<file path="src/cpx_pkg.sv">
/*
 * cpx_pkg: constants shared by the instruction execution subset.
 * Holds register offsets, field positions, reset values, opcodes and
 * state names. Assumes a 32-bit AHB-Lite register bus.
 */
`default_nettype none

package cpx_pkg;

    //////////////////////////////////////////////////////////////////////
    // widths and sizes
    localparam int CPX_DATA_W      = 8;
    localparam int CPX_PC_W        = 13;
    localparam int CPX_LIT_W       = 11;
    localparam int CPX_FILE_AW     = 7;
    localparam int CPX_FILE_DEPTH  = 128;
    localparam int CPX_LATCH_W     = 5;
    localparam int CPX_CYC_W       = 16;
    localparam int CPX_OFF_W       = 10;

    //////////////////////////////////////////////////////////////////////
    // register byte offsets
    localparam logic [9:0] CPX_OFF_INSTR   = 10'h000;
    localparam logic [9:0] CPX_OFF_ACC     = 10'h004;
    localparam logic [9:0] CPX_OFF_STATUS  = 10'h008;
    localparam logic [9:0] CPX_OFF_PC      = 10'h00C;
    localparam logic [9:0] CPX_OFF_LATCH   = 10'h010;
    localparam logic [9:0] CPX_OFF_STACK   = 10'h014;
    localparam logic [9:0] CPX_OFF_WDT     = 10'h018;
    localparam logic [9:0] CPX_OFF_CYCLES  = 10'h01C;
    // file window: offset 0x200 + 4 * file address
    localparam int         CPX_FILE_SEL_BIT = 9;

    //////////////////////////////////////////////////////////////////////
    // instruction word fields
    localparam int CPX_IR_OP_LSB   = 0;
    localparam int CPX_IR_DEST_BIT = 4;
    localparam int CPX_IR_FILE_LSB = 8;
    localparam int CPX_IR_LIT_LSB  = 16;

    // status word fields
    localparam int CPX_ST_ZERO     = 0;
    localparam int CPX_ST_PD       = 3;
    localparam int CPX_ST_TO       = 4;
    localparam int CPX_ST_BUSY     = 8;
    localparam int CPX_ST_SKIP     = 9;
    localparam int CPX_ST_LOST     = 10;

    // pc_high_latch bits that feed pc bits 12:11
    localparam int CPX_LATCH_HI    = 4;
    localparam int CPX_LATCH_LO    = 3;

    //////////////////////////////////////////////////////////////////////
    // opcodes carried in the instruction word
    localparam logic [3:0] CPX_OP_NOP              = 4'h0;
    localparam logic [3:0] CPX_OP_WATCHDOG_CLEAR   = 4'h1;
    localparam logic [3:0] CPX_OP_CALL             = 4'h2;
    localparam logic [3:0] CPX_OP_COMPLEMENT_FILE  = 4'h3;
    localparam logic [3:0] CPX_OP_CLEAR_FILE       = 4'h4;
    localparam logic [3:0] CPX_OP_CLEAR_ACC        = 4'h5;
    localparam logic [3:0] CPX_OP_DECREMENT_FILE   = 4'h6;
    localparam logic [3:0] CPX_OP_DECREMENT_SKIP   = 4'h7;

    //////////////////////////////////////////////////////////////////////
    // reset values
    localparam logic [7:0]  CPX_RST_ACC    = 8'h00;
    localparam logic [12:0] CPX_RST_PC     = 13'h0000;
    localparam logic        CPX_RST_TO     = 1'b1;
    localparam logic        CPX_RST_PD     = 1'b1;
    localparam logic [7:0]  CPX_WDT_CLEAR  = 8'h00;

    // execution sequencer states
    typedef enum logic [1:0] {
        CPX_ST_IDLE,
        CPX_ST_EXEC,
        CPX_ST_CALL2,
        CPX_ST_NOP
    } cpx_state_t;

endpackage : cpx_pkg

`default_nettype wire

</file>
<file path="src/cpx_alu.sv">
/*
 * cpx_alu: combinational result path for the file register operations.
 * Assumes the caller supplies the addressed file value and opcode.
 */
`timescale 1ns/10ps
`default_nettype none

module cpx_alu
    import cpx_pkg::*;
(
    input  wire logic [3:0] op,        // opcode
    input  wire logic       dest,      // 0 accumulator, 1 file
    input  wire logic [7:0] fval,      // addressed file value
    output logic      [7:0] result,    // operation result
    output logic            res_zero,  // result equals zero
    output logic            upd_zero,  // op updates zero flag
    output logic            to_file,   // write result to file
    output logic            to_acc     // write result to accumulator
);

    // result, destination and flag selection per opcode
    always_comb begin
        result   = 8'h00;
        upd_zero = 1'b0;
        to_file  = 1'b0;
        to_acc   = 1'b0;
        case (op)
            CPX_OP_COMPLEMENT_FILE: begin
                result   = ~fval;
                upd_zero = 1'b1;
                to_file  = dest;
                to_acc   = ~dest;
            end
            CPX_OP_CLEAR_FILE: begin
                upd_zero = 1'b1;
                to_file  = 1'b1;
            end
            CPX_OP_CLEAR_ACC: begin
                upd_zero = 1'b1;
                to_acc   = 1'b1;
            end
            CPX_OP_DECREMENT_FILE: begin
                result   = fval - 8'h01;
                upd_zero = 1'b1;
                to_file  = dest;
                to_acc   = ~dest;
            end
            CPX_OP_DECREMENT_SKIP: begin
                result   = fval - 8'h01;
                to_file  = dest;
                to_acc   = ~dest;
            end
            default: begin
                result   = 8'h00;
            end
        endcase
    end

    assign res_zero = (result == 8'h00);

endmodule : cpx_alu

`default_nettype wire

</file>
<file path="src/cpx_exec_core.sv">
/*
 * cpx_exec_core: executes a subset of an 8-bit core's instructions,
 * written one at a time over AHB-Lite, against its own accumulator,
 * file registers, program counter, return stack top, status flags and
 * watchdog counter. Assumes a single AHB-Lite master and one clock.
 */
// Summary of operation
// - watchdog clear zeroes the watchdog counter and its prescaler
// - watchdog clear sets timeout and powerdown bits, nothing else
// - call pushes program counter plus one as the new stack top
// - call loads its 11-bit literal into program counter bits 10:0
// - call loads pc bits 12:11 from latch bits 4:3
// - call lasts two cycles and changes no status flag
// - complement writes the inverted file value and updates zero
// - destination 0 writes accumulator, 1 writes file; address 0-127
// - clear file writes zero into the file and sets zero
// - clear accumulator writes zero and sets zero
// - decrement subtracts one, stores at destination, updates zero
// - decrement-skip stores, keeps flags, discards next on zero
`timescale 1ns/10ps
`default_nettype none

module cpx_exec_core
    import cpx_pkg::*;
(
    input  wire logic        hclk,        // bus clock, 20 MHz
    input  wire logic        hresetn,     // async reset, active low
    input  wire logic        hsel,        // slave select
    input  wire logic [31:0] haddr,       // byte address
    input  wire logic [1:0]  htrans,      // transfer type
    input  wire logic        hwrite,      // write when high
    input  wire logic [2:0]  hsize,       // transfer size, word only
    input  wire logic [31:0] hwdata,      // write data
    input  wire logic        hready,      // bus ready
    output logic      [31:0] hrdata,      // read data
    output logic             hreadyout,   // slave ready
    output logic             hresp,       // response, always okay
    output logic             exec_busy,   // instruction in progress
    output logic             wdt_cleared  // pulse on watchdog clear
);

    //////////////////////////////////////////////////////////////////////
    // declarations
    logic [7:0]      file_mem [CPX_FILE_DEPTH];
    logic [7:0]      acc;
    logic            zero;
    logic            timeout_status_bit;
    logic            powerdown_status_bit;
    logic [12:0]     pc;
    logic [4:0]      pc_high_latch;
    logic [12:0]     stack_top;
    logic [7:0]      watchdog_counter;
    logic [7:0]      wdt_prescale;
    logic [15:0]     cycle_count;
    logic            skip_pending;
    logic            lost_instr;
    logic [3:0]      ir_op;
    logic            ir_dest;
    logic [6:0]      ir_file;
    logic [10:0]     ir_lit;
    cpx_state_t      state;
    cpx_state_t      next_state;
    logic            wr_pend;
    logic [9:0]      wr_addr;
    logic            bus_take;
    logic            wr_instr;
    logic            wr_acc;
    logic            wr_status;
    logic            wr_pc;
    logic            wr_latch;
    logic            wr_file;
    logic [6:0]      wr_file_idx;
    logic            accept;
    logic            exec_now;
    logic [7:0]      alu_result;
    logic            alu_zero;
    logic            alu_upd_zero;
    logic            alu_to_file;
    logic            alu_to_acc;
    logic            is_call;
    logic            is_wdclr;
    logic [31:0]     rd_mux;

    //////////////////////////////////////////////////////////////////////
    // bus address phase
    assign bus_take = hsel & hready & htrans[1];

    // address phase capture for the following data phase write
    always_ff @(posedge hclk or negedge hresetn) begin
        if (!hresetn) begin
            wr_pend <= 1'b0;
            wr_addr <= 10'h000;
        end else begin
            wr_pend <= bus_take & hwrite;
            wr_addr <= haddr[9:0];
        end
    end

    // write decode in the data phase
    assign wr_instr    = wr_pend && (wr_addr == CPX_OFF_INSTR);
    assign wr_acc      = wr_pend && (wr_addr == CPX_OFF_ACC);
    assign wr_status   = wr_pend && (wr_addr == CPX_OFF_STATUS);
    assign wr_pc       = wr_pend && (wr_addr == CPX_OFF_PC);
    assign wr_latch    = wr_pend && (wr_addr == CPX_OFF_LATCH);
    assign wr_file     = wr_pend && wr_addr[CPX_FILE_SEL_BIT];
    assign wr_file_idx = wr_addr[8:2];

    // zero wait state slave with okay answers only
    always_ff @(posedge hclk or negedge hresetn) begin
        if (!hresetn) begin
            hreadyout <= 1'b1;
            hresp     <= 1'b0;
        end else begin
            hreadyout <= 1'b1;
            hresp     <= 1'b0;
        end
    end

    //////////////////////////////////////////////////////////////////////
    // read data mux, unmapped addresses read zero
    always_comb begin
        rd_mux = 32'h0000_0000;
        if (haddr[CPX_FILE_SEL_BIT]) begin
            rd_mux[7:0] = file_mem[haddr[8:2]];
        end else begin
            case (haddr[9:0])
                CPX_OFF_INSTR: begin
                    rd_mux[CPX_IR_OP_LSB +: 4]   = ir_op;
                    rd_mux[CPX_IR_DEST_BIT]      = ir_dest;
                    rd_mux[CPX_IR_FILE_LSB +: 7] = ir_file;
                    rd_mux[CPX_IR_LIT_LSB +: 11] = ir_lit;
                end
                CPX_OFF_ACC: rd_mux[7:0] = acc;
                CPX_OFF_STATUS: begin
                    rd_mux[CPX_ST_ZERO] = zero;
                    rd_mux[CPX_ST_PD]   = powerdown_status_bit;
                    rd_mux[CPX_ST_TO]   = timeout_status_bit;
                    rd_mux[CPX_ST_BUSY] = (state != CPX_ST_IDLE);
                    rd_mux[CPX_ST_SKIP] = skip_pending;
                    rd_mux[CPX_ST_LOST] = lost_instr;
                end
                CPX_OFF_PC:     rd_mux[12:0] = pc;
                CPX_OFF_LATCH:  rd_mux[4:0]  = pc_high_latch;
                CPX_OFF_STACK:  rd_mux[12:0] = stack_top;
                CPX_OFF_WDT: begin
                    rd_mux[7:0]  = watchdog_counter;
                    rd_mux[15:8] = wdt_prescale;
                end
                CPX_OFF_CYCLES: rd_mux[15:0] = cycle_count;
                default:        rd_mux       = 32'h0000_0000;
            endcase
        end
    end

    // read data registered at the address phase edge
    always_ff @(posedge hclk or negedge hresetn) begin
        if (!hresetn) begin
            hrdata <= 32'h0000_0000;
        end else if (bus_take && !hwrite) begin
            hrdata <= rd_mux;
        end
    end

    //////////////////////////////////////////////////////////////////////
    // sequencer: an instruction write is taken only while idle
    assign accept   = wr_instr && (state == CPX_ST_IDLE);
    assign exec_now = (state == CPX_ST_EXEC);
    assign is_call  = (ir_op == CPX_OP_CALL);
    assign is_wdclr = (ir_op == CPX_OP_WATCHDOG_CLEAR);

    always_comb begin
        next_state = state;
        case (state)
            CPX_ST_IDLE: begin
                if (accept && skip_pending) begin
                    next_state = CPX_ST_NOP;
                end else if (accept) begin
                    next_state = CPX_ST_EXEC;
                end
            end
            CPX_ST_EXEC: begin
                next_state = is_call ? CPX_ST_CALL2 : CPX_ST_IDLE;
            end
            CPX_ST_CALL2: next_state = CPX_ST_IDLE;
            CPX_ST_NOP:   next_state = CPX_ST_IDLE;
            default:      next_state = CPX_ST_IDLE;
        endcase
    end

    // state register and registered busy output
    always_ff @(posedge hclk or negedge hresetn) begin
        if (!hresetn) begin
            state     <= CPX_ST_IDLE;
            exec_busy <= 1'b0;
        end else begin
            state     <= next_state;
            exec_busy <= (next_state != CPX_ST_IDLE);
        end
    end

    // instruction register, loaded on a taken, non-discarded word
    always_ff @(posedge hclk or negedge hresetn) begin
        if (!hresetn) begin
            ir_op   <= CPX_OP_NOP;
            ir_dest <= 1'b0;
            ir_file <= 7'h00;
            ir_lit  <= 11'h000;
        end else if (accept && !skip_pending) begin
            ir_op   <= hwdata[CPX_IR_OP_LSB +: 4];
            ir_dest <= hwdata[CPX_IR_DEST_BIT];
            ir_file <= hwdata[CPX_IR_FILE_LSB +: 7];
            ir_lit  <= hwdata[CPX_IR_LIT_LSB +: 11];
        end
    end

    // skip request and lost instruction flags
    always_ff @(posedge hclk or negedge hresetn) begin
        if (!hresetn) begin
            skip_pending <= 1'b0;
            lost_instr   <= 1'b0;
        end else begin
            if (exec_now && ir_op == CPX_OP_DECREMENT_SKIP) begin
                skip_pending <= alu_zero;
            end else if (accept) begin
                skip_pending <= 1'b0;
            end
            // words written while busy are dropped; set beats clear
            if (wr_instr && state != CPX_ST_IDLE) begin
                lost_instr <= 1'b1;
            end else if (wr_status && hwdata[CPX_ST_LOST]) begin
                lost_instr <= 1'b0;
            end
        end
    end

    //////////////////////////////////////////////////////////////////////
    // result path
    cpx_alu u_alu (
        .op       (ir_op),
        .dest     (ir_dest),
        .fval     (file_mem[ir_file]),
        .result   (alu_result),
        .res_zero (alu_zero),
        .upd_zero (alu_upd_zero),
        .to_file  (alu_to_file),
        .to_acc   (alu_to_acc)
    );

    // file registers; execution wins over a bus write the same cycle
    always_ff @(posedge hclk) begin
        if (exec_now && alu_to_file) begin
            file_mem[ir_file] <= alu_result;
        end else if (wr_file) begin
            file_mem[wr_file_idx] <= hwdata[7:0];
        end
    end

    // accumulator
    always_ff @(posedge hclk or negedge hresetn) begin
        if (!hresetn) begin
            acc <= CPX_RST_ACC;
        end else if (exec_now && alu_to_acc) begin
            acc <= alu_result;
        end else if (wr_acc) begin
            acc <= hwdata[7:0];
        end
    end

    //////////////////////////////////////////////////////////////////////
    // status flags
    always_ff @(posedge hclk or negedge hresetn) begin
        if (!hresetn) begin
            zero                 <= 1'b0;
            timeout_status_bit   <= CPX_RST_TO;
            powerdown_status_bit <= CPX_RST_PD;
        end else if (exec_now) begin
            if (alu_upd_zero) begin
                zero <= alu_zero;
            end
            if (is_wdclr) begin
                timeout_status_bit   <= 1'b1;
                powerdown_status_bit <= 1'b1;
            end
        end else if (wr_status) begin
            zero                 <= hwdata[CPX_ST_ZERO];
            timeout_status_bit   <= hwdata[CPX_ST_TO];
            powerdown_status_bit <= hwdata[CPX_ST_PD];
        end
    end

    //////////////////////////////////////////////////////////////////////
    // program counter, latch and stack top
    always_ff @(posedge hclk or negedge hresetn) begin
        if (!hresetn) begin
            pc <= CPX_RST_PC;
        end else if (exec_now && is_call) begin
            pc <= {pc_high_latch[CPX_LATCH_HI:CPX_LATCH_LO], ir_lit};
        end else if (exec_now || state == CPX_ST_NOP) begin
            pc <= pc + 13'h0001;
        end else if (wr_pc && state == CPX_ST_IDLE) begin
            pc <= hwdata[12:0];
        end
    end

    always_ff @(posedge hclk or negedge hresetn) begin
        if (!hresetn) begin
            pc_high_latch <= 5'h00;
        end else if (wr_latch) begin
            pc_high_latch <= hwdata[4:0];
        end
    end

    always_ff @(posedge hclk or negedge hresetn) begin
        if (!hresetn) begin
            stack_top <= 13'h0000;
        end else if (exec_now && is_call) begin
            stack_top <= pc + 13'h0001;
        end
    end

    //////////////////////////////////////////////////////////////////////
    // watchdog counter and prescaler
    always_ff @(posedge hclk or negedge hresetn) begin
        if (!hresetn) begin
            watchdog_counter <= CPX_WDT_CLEAR;
            wdt_prescale     <= CPX_WDT_CLEAR;
            wdt_cleared      <= 1'b0;
        end else if (exec_now && is_wdclr) begin
            watchdog_counter <= CPX_WDT_CLEAR;
            wdt_prescale     <= CPX_WDT_CLEAR;
            wdt_cleared      <= 1'b1;
        end else begin
            wdt_prescale <= wdt_prescale + 8'h01;
            if (wdt_prescale == 8'hFF) begin
                watchdog_counter <= watchdog_counter + 8'h01;
            end
            wdt_cleared <= 1'b0;
        end
    end

    // instruction cycle counter, counts every busy cycle
    always_ff @(posedge hclk or negedge hresetn) begin
        if (!hresetn) begin
            cycle_count <= 16'h0000;
        end else if (state != CPX_ST_IDLE) begin
            cycle_count <= cycle_count + 16'h0001;
        end
    end

endmodule : cpx_exec_core

`default_nettype wire

</file>
<file path="config.mk">
export PLATFORM = sky130hd
export DESIGN_NAME = cpx_exec_core
export DESIGN_NICKNAME = d
export VERILOG_FILES = /design/src/cpx_pkg.sv /design/src/cpx_alu.sv /design/src/cpx_exec_core.sv
export SDC_FILE = /design/constraint.sdc
export NUM_CORES = 2
export LEC_CHECK = 0
export ABC_AREA = 1
export BUFFER_PORTS_ARGS = -buffer_cell sky130_fd_sc_hd__buf_2
export CAP_MARGIN = 20
export CORE_MARGIN = 4
export CORE_UTILIZATION = 50
export CTS_BUF_LIST = sky130_fd_sc_hd__clkbuf_2
export DETAILED_ROUTE_END_ITERATION = 10
export MAX_ROUTING_LAYER = met4
export PLACE_DENSITY = 0.68
export RECOVER_POWER = 50
export SLEW_MARGIN = 30
export SYNTH_ARGS = -nofsm -noshare
export SYNTH_HDL_FRONTEND = slang
export SYNTH_SLANG_ARGS = --single-unit
</file>
<file path="constraint.sdc">
create_clock -name hclk -period 11.05 [get_ports hclk]
set_input_delay 1.6575 -clock hclk [delete_from_list [all_inputs] [get_ports hclk]]
set_output_delay 1.6575 -clock hclk [all_outputs]
set_load 0.01 [all_outputs]
</file>
==> results.json <==
{
  "failed_checks": "max-capacitance violations, max-slew violations",
  "initialDrtViolationCount": 7121,
  "start_kind": "flip-flop",
  "timing.rr.end": "file_mem[52][6]",
  "crit_family": "buffers and inverters",
  "status": "finished, violations left",
  "async_flop_share": 0.121,
  "r2r_slack_ns": 3.91,
  "fillCellCount": 9858,
  "die_y_um": 343,
  "grt-ovfl-total": 0,
  "cts_tree": "yes",
  "total_power_w": 0.00841,
  "synthTopCellsByArea": "edfxtp_1, nand2_1, nand3_1",
  "syn_area_um2": 56100,
  "fin_tns_setup_ns": 0,
  "ff2ff_path_depth": 20,
  "syn_inst": 5729,
  "max-clock-path-buffers": 4,
  "cts-root-buf": "clkbuf_2",
  "drc": 0,
  "avgSynthCellArea_um2": 9.80,
  "first_global_vias": 45136,
  "dr_total_vias": 47664,
  "ctsResizeCount": 0,
  "hold_buffers": 0,
  "worstHoldPathCells": 1,
  "rows": 122,
  "io-pin-count": 110,
  "die_area_um2": 118000,
  "synth.most_common_cell": "nand2_1",
  "pre_cts_ws_ns": 4.65,
  "cts_num_sinks": 1165,
  "grt_pass1_wl_um": 278000,
  "die_w_um": 343,
  "rsz0062_at_grt": "no",
  "drt-pass1-iter-count": 7,
  "max_freq_mhz": 140,
  "core_area_um2": 111000,
  "worstSetupEndpointType": "flip-flop",
  "drv_cap": 12,
  "synth.distinct_cells": 56,
  "place_congestion": 0.964,
  "fin_util": 0.540,
  "clock_latency_ns": 1.61,
  "seq_area_frac_synth": 0.611,
  "yosysTopAreaCell": "edfxtp_1",
  "ir_worst_vdd_v": 0.0000761,
  "dpl_cell_area_um2": 57400,
  "crit_buf_inv": 3,
  "cp_common_cell": "nand2_1",
  "clk_pin_slew_ns": 0.09,
  "area_delta_synth_final_pct": 6.74,
  "antenna_found_initial": 6,
  "dp_hpwl_um": 110000,
  "critical_path_required_ns": 12.18,
  "port_buffers": 70,
  "yosysWarnings": 0,
  "grt_usage": 0.326,
  "cts_inserted_buffers": 313,
  "finalHoldViolCount": 0,
  "final_cell_area_um2": 59900,
  "tightest_slew_ns": 4.55,
  "htree_num_levels": 5,
  "cp_slowest_cell": "dfrtp_1",
  "cts_setup_buffers": 0,
  "arrival_ns": 8.27,
  "min_period_ns": 7.14,
  "synth_common_cells": "nand2_1, edfxtp_1, nand3_1",
  "min_period_over_period": 0.646,
  "ys.flop_type": "edfxtp_1",
  "p_per_area_nw_per_um2": 140,
  "drt-wirelength-per-cell_um": 25.6,
  "setup_viol_count_final": 0,
  "slowest_delay_ns": 1.69,
  "start_util": 0.506,
  "crit_end": "file_mem[52][6]",
  "slew_headroom": -2.04,
  "yosysTopAreaCellShare": 0.548,
  "final-max-slew-violation-count": 360,
  "timing.final.ws_setup_ns": 3.91,
  "critical_path_class": "flip-flop to flip-flop",
  "layout.nets": 5869,
  "startpoint": "ir_file[0]",
  "hp-class": "primary input to flip-flop",
  "cp_cell_sequence": "buf_12 -> buf_12 -> o21ai_0 -> nand3_1 -> nand3_1 -> nand2_1 -> nand2_1 -> nand3_1 -> nand3_1 -> nand2_1 -> ha_1 -> nand2_1 -> nor2_2 -> nand2_1 -> nand2_1 -> nand3_1 -> nand2_1 -> nand2_1 -> o21ai_4 -> buf_6",
  "via_per_inst": 6.38,
  "cellLeakagePower_nw": 22.1,
  "ant_nets": 0,
  "synth_enable_flop_cells": 1024,
  "synth_seq_cells": 1165,
  "finClkSkew_ns": 0.196,
  "grt_max_degree": 209,
  "wirelength_um": 191000,
  "final_layout_size_suffix_gt1_frac": 0.104,
  "regToRegStartpoint": "ir_file[0]",
  "critical_path_peak_fanout": 208,
  "critical_path_depth": 20
}
-- stage by stage --
| stage | std cells | hold slack [ns] |
|---|---|---|
| floorplan | 5734 | 0.434 |
| detailed placement | 6960 | 0.462 |
| global route | 7472 | 0.143 |
| CTS | 7460 | 0.0761 |
| global placement | 6960 | 0.460 |
| finish | 7473 | 0.259 |
-- layer usage --
layer / vias to the layer above / GRT usage / part of all wire
met1: 22672 / 0.421 / 0.37
met2: 3494 / 0.469 / 0.44
met3: 733 / 0.0793 / 0.13
met4: 0 / 0.192 / 0.060
li1: 20765 / - / -
met5: - / - / 0
-- worst min-delay path by stage --
stage | startpoint | to
floorplan | watchdog_counter[7] | watchdog_counter[7]
global placement | watchdog_counter[7] | watchdog_counter[7]
detailed placement | hrdata[25] | hrdata[25]
CTS | hresetn | wr_addr[8]
global route | haddr[1] | wr_addr[1]
finish | haddr[1] | wr_addr[1]
-- layout by cell type, fill, tap and decap left out, types with 8 or more instances in the layout --
cell / count
buf_2: 31
o221ai_1: 10
nand4_1: 87
inv_2: 13
o22ai_1: 42
xor2_1: 25
clkbuf_2: 437
edfxtp_1: 1024
nor2_1: 263
a221oi_1: 23
o211ai_1: 46
a22o_1: 13
o21ai_4: 8
a41oi_1: 8
inv_1: 175
dfrtp_1: 136
a21oi_1: 137
clkinv_1: 51
buf_4: 61
o21ai_0: 184
diode_2: 10
a31oi_1: 15
nand2_1: 1653
o2111ai_1: 20
a22oi_1: 302
o31ai_1: 16
nor3_1: 44
buf_12: 8
o211a_1: 17
clkbuf_1: 50
nand3_1: 970
-- state kept, by name, summed over array words and instances (netlist names), 2 cells and up --
| signal | flops |
|---|---|
| wdt_prescale | 8 |
| stack_top | 13 |
| acc | 8 |
| file_mem | 1024 |
| ir_op | 4 |
| hrdata | 27 |
| ir_file | 7 |
| wr_addr | 10 |
| state | 2 |
| watchdog_counter | 8 |
| ir_lit | 11 |
| pc | 13 |
| pc_high_latch | 5 |
| cycle_count | 16 |
-- power breakdown --
| group | leakage (nW) | internal (W) | switching, W |
|---|---|---|---|
| clock | 2.01 | 0.00116 | 0.00175 |
| combinational | 11.0 | 0.000199 | 0.000524 |
| sequential | 9.09 | 0.00475 | 0.0000147 |
-- logic make-up after synthesis --
family | after synthesis | synth area share
AOI/OAI and AO/OA | 875 | 0.105
and+or+nand+nor | 3042 | 0.232
DFF | 1165 | 0.611
buffers and inverters | 610 | 0.0467
other | 2 | 0.000134
muxes | 5 | 0.00100
xor gates and xnor gates | 25 | 0.00390
adders and majority gates | 5 | 0.00111
-- layout make-up --
| type | instances | area [um^2] | area share |
|---|---|---|---|
| clock inverter | 63 | 385 | 0.00643 |
| clock buffer | 437 | 2190 | 0.0365 |
| timing repair buffer | 156 | 1080 | 0.0180 |
| inverter | 195 | 758 | 0.0127 |
| multi-input combinational | 3959 | 19300 | 0.322 |
| sequential | 1165 | 34300 | 0.572 |
| antenna | 10 | 25.0 | 0.000418 |
| tap | 1488 | 1860 | 0.0311 |
Note: power is estimated with default switching activity, not from simulation.
